### config.mk
export PLATFORM = sky130hd
export DESIGN_NAME = dtm_monitor
export DESIGN_NICKNAME = d
export VERILOG_FILES = /design/src/logic/dtm_pkg.sv /design/src/logic/dtm_sync.sv /design/src/logic/dtm_hold.sv /design/src/logic/dtm_monitor.sv
export SDC_FILE = /design/constraint.sdc
export NUM_CORES = 1
export LEC_CHECK = 0
export BUFFER_PORTS_ARGS = -buffer_cell sky130_fd_sc_hd__buf_2
export CORE_MARGIN = 5
export CORE_UTILIZATION = 33
export CTS_CLUSTER_DIAMETER = 120
export DETAILED_ROUTE_END_ITERATION = 10
export PLACE_DENSITY = 0.54
export SYNTH_ARGS = -nofsm -noshare
export SYNTH_HDL_FRONTEND = slang
export SYNTH_HIERARCHICAL = 1
export SYNTH_SLANG_ARGS = --single-unit
export TNS_END_PERCENT = 1
### constraint.sdc
create_clock -name ref_clk -period 6.9 [get_ports ref_clk]
set_clock_uncertainty 0.2 [all_clocks]
set_input_delay 0.345 -clock ref_clk [delete_from_list [all_inputs] [get_ports ref_clk]]
set_output_delay 0.345 -clock ref_clk [all_outputs]
set_load 0.1 [all_outputs]
### src/logic/dtm_pkg.sv
// package for the debug and test mode fault monitor
// assumes a single 50 MHz system clock and an apb register bus
package dtm_pkg;
   // ----------------------------------------------------------------
   // clock and timing
   // ----------------------------------------------------------------
   localparam int CLK_MHZ = 50;
   localparam int HOLD_US = 250;
   localparam int HOLD_CYC = HOLD_US * CLK_MHZ;
   localparam int DELTA_MAX_US = 10000;
   localparam int CNT_W = 20;

   // ----------------------------------------------------------------
   // fault collection channels
   // ----------------------------------------------------------------
   localparam int CH_TEST1 = 46;
   localparam int CH_TEST4 = 49;
   localparam int CH_SAFE = 52;
   localparam int CH_COMP = 53;
   localparam int CH_DEBUG = 54;
   localparam int CH_TMODE = 55;
   localparam int NCH = 64;

   // ----------------------------------------------------------------
   // register offsets (byte addresses)
   // ----------------------------------------------------------------
   localparam logic [11:0] OFF_CTRL = 12'h000;
   localparam logic [11:0] OFF_STATUS = 12'h004;
   localparam logic [11:0] OFF_CLEAR = 12'h008;
   localparam logic [11:0] OFF_IRQ_EN = 12'h00c;
   localparam logic [11:0] OFF_MODE_CFG = 12'h010;
   localparam logic [11:0] OFF_MODE_REQ = 12'h014;
   localparam logic [11:0] OFF_MODE_STAT = 12'h018;
   localparam logic [11:0] OFF_DELTA = 12'h01c;
   localparam logic [11:0] OFF_CH_EN = 12'h020;
   localparam logic [11:0] OFF_CH_EN_HI = 12'h024;
   localparam logic [11:0] OFF_TEST_SET = 12'h028;

   // ctrl bit positions
   localparam int CTRL_NMI_REL = 0;
   localparam int CTRL_SLOT_EXC = 1;
   localparam int CTRL_WDOG_RUN = 2;

   // status / event bit positions
   localparam int EV_DEBUG = 0;
   localparam int EV_TMODE = 1;
   localparam int EV_TEST = 2;
   localparam int EV_COMP = 3;
   localparam int EV_SAFE = 4;
   localparam int EV_SLOT = 5;
   localparam int NEV = 6;

   // the seven settings, shared by all four test-circuit inputs
   localparam int NSET = 7;
   localparam logic [6:0] TEST_SET_RST = 7'h00;
   localparam logic [31:0] CH_EN_RST = 32'h00000000;
   localparam logic [3:0] MODE_RST = 4'h0;
   localparam logic [3:0] MODE_SAFE = 4'h2;

   // unused slot decode: register window is 11 words, this is the first offset past it
   localparam logic [11:0] LAST_OFF = 12'h02c;
endpackage

### src/logic/dtm_sync.sv
// two-flop synchroniser for boot-time pins and fault levels
// assumes the input may change at any time relative to ref_clk
`timescale 1ns/1ps
module dtm_sync #(
   parameter int W = 1
) (
   input wire logic ref_clk,
   input wire logic rst,
   input wire logic [W-1:0] din,
   output logic [W-1:0] dout
);
   logic [W-1:0] meta;

   always_ff @(posedge ref_clk) begin
      if (rst) begin
         meta <= '0;
         dout <= '0;
      end else begin
         meta <= din;
         dout <= meta;
      end
   end
endmodule // dtm_sync

### src/logic/dtm_hold.sv
// failure indication hold timer
// assumes fault_evt is a one-cycle pulse in the ref_clk domain
`timescale 1ns/1ps
module dtm_hold
   import dtm_pkg::*;
#(
   parameter int HOLD = HOLD_CYC
) (
   input wire logic ref_clk,
   input wire logic rst,
   input wire logic fault_evt,
   input wire logic [13:0] delta_us,
   output logic fail_ind
);
   logic [CNT_W+6:0] cnt;

   // -----------------------------------------------------------------
   // hold counter: restarts on every new fault
   // -----------------------------------------------------------------
   always_ff @(posedge ref_clk) begin
      if (rst) begin
         cnt <= '0;
      end else if (fault_evt) begin
         cnt <= (CNT_W+7)'(HOLD + int'(delta_us) * CLK_MHZ);
      end else if (cnt != '0) begin
         cnt <= cnt - 1'b1;
      end
   end

   assign fail_ind = (cnt != '0);
endmodule // dtm_hold

### src/logic/dtm_monitor.sv
// debug and test mode fault monitor with apb register file
// assumes apb master on ref_clk, synchronous active-high rst
//
// Notes on behaviour
// compliance pin low holds the test port controller in reset.
// compliance pin high enables test port controller; debug may follow a request.
// compliance pin high during boot raises a fault to fault collection.
// outside system keeps compliance pin low during boot.
// outside system never asserts test-mode pin at boot; leave floating.
// any entry to factory test mode raises a fault.
// test-circuit fault inputs one to four drive channels 46 to 49.
// each test-circuit input passes only when all seven settings enable it.
// clock compensation disable reports on channel 52+1, namely 53.
// safe mode entry reports on channel 52.
// functional reset masks fault nmi until boot assist code releases it.
// mode configuration applies only on a transition request; status shows current.
// when enabled, access to an unimplemented slot raises an exception.
// software watchdog may be set to keep running in debug mode.
// failure indication holds 250 us plus delta, restarting on new faults.
// fault outputs are synchronised levels held while the condition lasts.
//
// The address map and the APB interface to the registers were decided locally.
`timescale 1ns/1ps
module dtm_monitor
   import dtm_pkg::*;
#(
   parameter int HOLD = HOLD_CYC
) (
   input wire logic ref_clk,
   input wire logic rst,
   input wire logic func_rst,
   input wire logic booting,
   input wire logic debug_compliance_pin,
   input wire logic test_mode_pin,
   input wire logic debug_req,
   input wire logic [3:0] test_circuit_fault_input,
   input wire logic comp_disable,
   input wire logic fault_nmi_in,
   input wire logic slot_access,
   input wire logic slot_implemented,
   input wire logic psel,
   input wire logic penable,
   input wire logic pwrite,
   input wire logic [11:0] paddr,
   input wire logic [31:0] pwdata,
   output logic [31:0] prdata,
   output logic pready,
   output logic pslverr,
   output logic test_port_controller_rst,
   output logic debug_mode,
   output logic watchdog_freeze,
   output logic [NCH-1:0] fault_collection_unit,
   output logic fault_nmi_out,
   output logic slot_exception,
   output logic fail_ind,
   output logic [3:0] current_mode,
   output logic irq
);
   logic comp_s;
   logic tmode_s;
   logic dbgreq_s;
   logic [3:0] tcf_s;
   logic cdis_s;
   logic [2:0] ctrl;
   logic [NEV-1:0] status;
   logic [NEV-1:0] irq_en;
   logic [3:0] mode_cfg;
   logic [13:0] delta;
   logic [6:0] test_set;
   logic [3:0] test_en;
   logic [63:0] ch_en;
   logic boot_debug;
   logic nmi_mask;
   logic [NEV-1:0] ev;
   logic [NEV-1:0] lvl_d;
   logic [NEV-1:0] lvl;
   logic wr;
   logic rd;
   logic [31:0] next_prdata;
   logic mapped;
   logic slot_bad;

   // -----------------------------------------------------------------
   // pin synchronisers
   // -----------------------------------------------------------------
   dtm_sync #(.W(8)) u_sync (
      .ref_clk(ref_clk),
      .rst(rst),
      .din({debug_compliance_pin, test_mode_pin, debug_req, test_circuit_fault_input,
            comp_disable}),
      .dout({comp_s, tmode_s, dbgreq_s, tcf_s, cdis_s})
   );

   // -----------------------------------------------------------------
   // test port controller and debug mode
   // -----------------------------------------------------------------
   assign test_port_controller_rst = ~comp_s;

   always_ff @(posedge ref_clk) begin
      if (rst) begin
         debug_mode <= 1'b0;
      end else if (!comp_s) begin
         debug_mode <= 1'b0;
      end else if (dbgreq_s) begin
         debug_mode <= 1'b1;
      end
   end

   // freeze only if software did not ask the watchdog to keep running
   assign watchdog_freeze = debug_mode & ~ctrl[CTRL_WDOG_RUN];

   // boot-time compliance latch: stays until reset, cannot be cleared by software
   always_ff @(posedge ref_clk) begin
      if (rst) begin
         boot_debug <= 1'b0;
      end else if (booting && comp_s) begin
         boot_debug <= 1'b1;
      end
   end

   // -----------------------------------------------------------------
   // test-circuit inputs gated by all seven settings
   // -----------------------------------------------------------------
   always_comb begin
      for (int i = 0; i < 4; i++) begin
         test_en[i] = tcf_s[i] & (&test_set) & ch_en[CH_TEST1 + i];
      end
   end

   // -----------------------------------------------------------------
   // mode entry: config applies only on a transition request
   // -----------------------------------------------------------------
   always_ff @(posedge ref_clk) begin
      if (rst) begin
         current_mode <= MODE_RST;
      end else if (wr && paddr == OFF_MODE_REQ && pwdata[0]) begin
         current_mode <= mode_cfg;
      end
   end

   // -----------------------------------------------------------------
   // fault outputs toward fault collection
   // -----------------------------------------------------------------
   always_ff @(posedge ref_clk) begin
      if (rst) begin
         fault_collection_unit <= '0;
      end else begin
         fault_collection_unit <= '0;
         fault_collection_unit[CH_TEST4:CH_TEST1] <= test_en;
         fault_collection_unit[CH_SAFE] <= (current_mode == MODE_SAFE) & ch_en[CH_SAFE];
         fault_collection_unit[CH_COMP] <= cdis_s & ch_en[CH_COMP];
         fault_collection_unit[CH_DEBUG] <= boot_debug;
         fault_collection_unit[CH_TMODE] <= tmode_s;
      end
   end

   // -----------------------------------------------------------------
   // nmi mask across functional reset
   // -----------------------------------------------------------------
   always_ff @(posedge ref_clk) begin
      if (rst || func_rst) begin
         nmi_mask <= 1'b1;
      end else if (wr && paddr == OFF_CTRL && pwdata[CTRL_NMI_REL]) begin
         nmi_mask <= 1'b0;
      end
   end

   assign fault_nmi_out = fault_nmi_in & ~nmi_mask;

   // -----------------------------------------------------------------
   // unimplemented slot exception
   // -----------------------------------------------------------------
   assign slot_bad = slot_access & ~slot_implemented & ctrl[CTRL_SLOT_EXC];

   always_ff @(posedge ref_clk) begin
      if (rst) begin
         slot_exception <= 1'b0;
      end else begin
         slot_exception <= slot_bad;
      end
   end

   // -----------------------------------------------------------------
   // events, sticky status and interrupt
   // -----------------------------------------------------------------
   assign lvl = {slot_exception, fault_collection_unit[CH_SAFE], fault_collection_unit[CH_COMP],
                 |fault_collection_unit[CH_TEST4:CH_TEST1], fault_collection_unit[CH_TMODE],
                 fault_collection_unit[CH_DEBUG]};

   always_ff @(posedge ref_clk) begin
      if (rst) begin
         lvl_d <= '0;
      end else begin
         lvl_d <= lvl;
      end
   end

   assign ev = lvl & ~lvl_d;

   always_ff @(posedge ref_clk) begin
      if (rst) begin
         status <= '0;
      end else if (wr && paddr == OFF_CLEAR) begin
         // a new event wins over a clear in the same cycle
         status <= (status & ~pwdata[NEV-1:0]) | ev;
      end else begin
         status <= status | ev;
      end
   end

   assign irq = |(status & irq_en);

   dtm_hold #(.HOLD(HOLD)) u_hold (
      .ref_clk(ref_clk),
      .rst(rst),
      .fault_evt(|ev),
      .delta_us(delta),
      .fail_ind(fail_ind)
   );

   // -----------------------------------------------------------------
   // apb slave: zero wait states
   // -----------------------------------------------------------------
   assign pready = 1'b1;
   assign wr = psel & penable & pwrite;
   assign rd = psel & ~penable & ~pwrite;
   assign mapped = (paddr[1:0] == 2'b00) && (paddr <= OFF_TEST_SET);
   assign pslverr = psel & penable & ~mapped;

   always_ff @(posedge ref_clk) begin
      if (rst) begin
         ctrl <= '0;
         irq_en <= '0;
         mode_cfg <= MODE_RST;
         delta <= '0;
         ch_en <= {CH_EN_RST, CH_EN_RST};
         test_set <= TEST_SET_RST;
      end else if (wr) begin
         case (paddr)
            OFF_CTRL: ctrl <= {pwdata[CTRL_WDOG_RUN], pwdata[CTRL_SLOT_EXC], 1'b0};
            OFF_IRQ_EN: irq_en <= pwdata[NEV-1:0];
            OFF_MODE_CFG: mode_cfg <= pwdata[3:0];
            OFF_DELTA: delta <= (pwdata[13:0] > 14'(DELTA_MAX_US)) ?
                                14'(DELTA_MAX_US) : pwdata[13:0];
            OFF_CH_EN: ch_en[31:0] <= pwdata;
            OFF_CH_EN_HI: ch_en[63:32] <= pwdata;
            OFF_TEST_SET: test_set <= pwdata[NSET-1:0];
            default: ;
         endcase
      end
   end

   always_comb begin
      next_prdata = 32'h00000000;
      case (paddr)
         OFF_CTRL: next_prdata = {29'h0, ctrl[2:1], ~nmi_mask};
         OFF_STATUS: next_prdata = {26'h0, status};
         OFF_IRQ_EN: next_prdata = {26'h0, irq_en};
         OFF_MODE_CFG: next_prdata = {28'h0, mode_cfg};
         OFF_MODE_STAT: next_prdata = {28'h0, current_mode};
         OFF_DELTA: next_prdata = {18'h0, delta};
         OFF_CH_EN: next_prdata = ch_en[31:0];
         OFF_CH_EN_HI: next_prdata = ch_en[63:32];
         OFF_TEST_SET: next_prdata = {25'h0, test_set};
         default: next_prdata = 32'h00000000;
      endcase
   end

   always_ff @(posedge ref_clk) begin
      if (rst) begin
         prdata <= '0;
      end else if (rd) begin
         prdata <= next_prdata;
      end
   end
endmodule // dtm_monitor

==> flow_summary.json <==
{
  "status": "complete, no violations",
  "fin_tns_setup_ns": 0,
  "via_per_inst": 4.95,
  "core_area_um2": 31600,
  "netlist_instances": 1255,
  "cts_root_buf": "clkbuf_16",
  "drive_gt1_frac": 0.155,
  "reg2regPathDepth": 12,
  "netlist_area_um2": 10500,
  "cp.depth": 12,
  "critPathBufInv": 0,
  "fin_crit_sh": 0.635,
  "async_reset_ff_frac": 0,
  "initial_core_util": 0.334,
  "dr.pass1.iters": 5,
  "cts_buffers": 17,
  "synth_cell_types": 80,
  "yosys.area.top_type": "dfxtp_1",
  "ctsResizeCount": 0,
  "swShare": 0.355,
  "cp-start-kind": "register",
  "p_sw_mw": 1.08,
  "ff2ff_setup_slack_ns": 2.52,
  "grt_pass1_wl_mm": 45.8,
  "worst_slack_ns": 2.52,
  "cap_violations": 0,
  "place_congestion": 0.871,
  "powerDensity_nw_per_um2": 250,
  "rows": 65,
  "arrival_ns": 4.56,
  "synth_warnings": 6,
  "synth_top_area_share": 0.380,
  "wl_mm": 28.6,
  "setup_viol": 0,
  "clk_path_buf_depth": 2,
  "drc_errors": 0,
  "yosys-top-cells-count": "200 x dfxtp_1, 196 x nand2_1, 110 x a21oi_1",
  "hp-class": "in -> reg",
  "period_needed_ns": 4.38,
  "required_ns": 7.07,
  "synth_seq_cells": 200,
  "cts_setup_buffers": 0,
  "pwr-share-clk": 0.357,
  "synthesis.area_per_instance_um2": 8.39,
  "ir_drop_uv": 154,
  "p_leak_nw": 5.00,
  "finalHoldViolCount": 0,
  "nets": 1476,
  "synth_most_common_cell": "dfxtp_1",
  "worstPathMaxFanout": 5,
  "synth_ff_type": "dfxtp_1",
  "port_buffers": 113,
  "grt_max_degree": 88,
  "ctsHoldBuffers": 38,
  "grt_antenna_before_repair": 1,
  "critPathKind": "reg -> reg",
  "min_path_cells": 3,
  "wire_per_inst_um": 16.1,
  "worst_pin_slew_ns": 1.05,
  "path_cells": "ha_1 -> ha_1 -> fa_1 -> ha_1 -> a21oi_1 -> a21boi_0 -> nor2_1 -> nand3b_1 -> o311ai_0 -> nand3b_1 -> or3_1 -> a21oi_1",
  "route.vias.total": 8775,
  "hpwl_mm": 20.4,
  "insertedDiodeCount": 0,
  "relSlewSlack": 0.293,
  "seq_power_share": 0.421,
  "clkSlewWorstSetupHoldPaths_ns": 0.08,
  "synthTopCellsByArea": "dfxtp_1 38%, nand2_1 7.0%, ha_1 5.7%",
  "die_w_um": 189,
  "dieArea_um2": 35600,
  "grt_pass1_vias": 8500,
  "slowest_stage": "o311ai_0",
  "cts_tree": "built",
  "overflow": 0,
  "cp_top_family": "adder cells",
  "fp.dieH_um": 189,
  "clkLatencyLatePin_ns": 0.45,
  "dp_worst_setup_slack_ns": 2.51,
  "crit_path_frequent_cell": "ha_1",
  "slowest_delay_ns": 0.68,
  "synth_edf_count": 0,
  "area_growth_pct": 15.5,
  "clock-sinks": 200,
  "rsz0062_at_grt": "false",
  "p_int_mw": 1.96,
  "drt_iter0_drc": 544,
  "htree_levels": 4,
  "track_usage": 0.158,
  "combPwrFrac": 0.222,
  "ios": 171,
  "ant_nets": 0,
  "crit_path_end_kind": "register",
  "slew_viol_final": 0,
  "synth_seq_area_share": 0.380,
  "max_clock_freq_mhz": 228
}
==> metrics by stage <==
stage	std cells	power (mW)	hold WS [ns]	util	area, um2
final	1772	3.04	0.0270	0.385	12200
after global routing	1772	3.18	0.0357	0.385	12200
after CTS	1772	3.06	0.00601	0.385	12200
after detailed placement	1702	1.96	0.219	0.353	11100
after global placement	1702	1.95	0.211	0.353	11100
after floorplan	1310	1.87	0.202	-	10700
==> worst reg2reg max path, delay by kind of cell (launching register included) <==
kind	cells	cell delay, ns
compound gates	4	1.36
flops	1	0.42
fa+ha+maj	4	1.43
simple gates	4	0.92
==> cell usage in the layout (no fill, tap or decap), types with 8 or more instances in the layout <==
master,count
mux2i_1,37
buf_4,10
buf_2,112
and3_1,9
nor2b_1,17
clkbuf_16,17
nand2b_1,8
nand2_1,196
fa_1,9
nor3_1,40
o21ai_2,10
or3_1,14
a22oi_1,28
dfxtp_1,200
inv_1,48
a211oi_1,17
o21ai_0,40
a21o_1,8
nand3_1,20
xnor2_1,30
nor2_1,82
a21oi_1,110
ha_1,48
nand4_1,10
nor4_1,10
xor2_1,16
conb_1,57
dlygate4sd3_1,38
==> sequential cells by signal, indices dropped and copies added (netlist names), 7 cells and up <==
| name | count |
|---|---|
| prdata | 32 |
| test_set | 7 |
| u_hold/cnt | 27 |
| u_sync/meta | 8 |
| u_sync/dout | 8 |
| fault_collection_unit | 8 |
| delta | 14 |
| ch_en | 64 |
==> logic make-up after synthesis <==
kind of cell / count (synthesis) / synth area share
fa+ha+maj: 57 / 0.0741
simple gates: 472 / 0.225
flops: 200 / 0.380
xor+xnor: 46 / 0.0383
other cells: 2 / 0.000713
buf+inv: 180 / 0.0906
mux: 41 / 0.0394
compound gates: 257 / 0.152
==> power by group through the flow <==
stage | registers, mW | clock network, mW | logic (mW)
after floorplan | 1.29 | 0 | 0.581
after global placement | 1.30 | 0 | 0.649
after detailed placement | 1.30 | 0 | 0.653
after CTS | 1.28 | 1.11 | 0.674
after global routing | 1.29 | 1.15 | 0.738
final | 1.28 | 1.08 | 0.674
==> layer usage <==
metal	track usage	up-vias	routed length, um
met2	0.261	236	13700
met5	0	-	7
met4	0.0429	2	460
met1	0.212	4078	12900
li1	-	4430	-
met3	0.0300	29	1590
==> final cells by class <==
type / count / area [um2]
clock inverter: 15 / 224
inverter: 48 / 180
clock buffer: 17 / 425
sequential: 200 / 4000
multi-input combinational: 930 / 5810
fill: 3282 / 19400
timing repair buffer: 160 / 1020
tap: 402 / 503
==> path summary, 6_finish.rpt <==
check                  from                   endpoint
min               pwdata[5]                   ch_en[5]
min reg2reg  u_sync/dout[0]  fault_collection_unit[53]
max reg2reg        delta[3]             u_hold/cnt[20]
max                delta[3]             u_hold/cnt[20]
No activity file was read; power rests on OpenSTA's default activity.
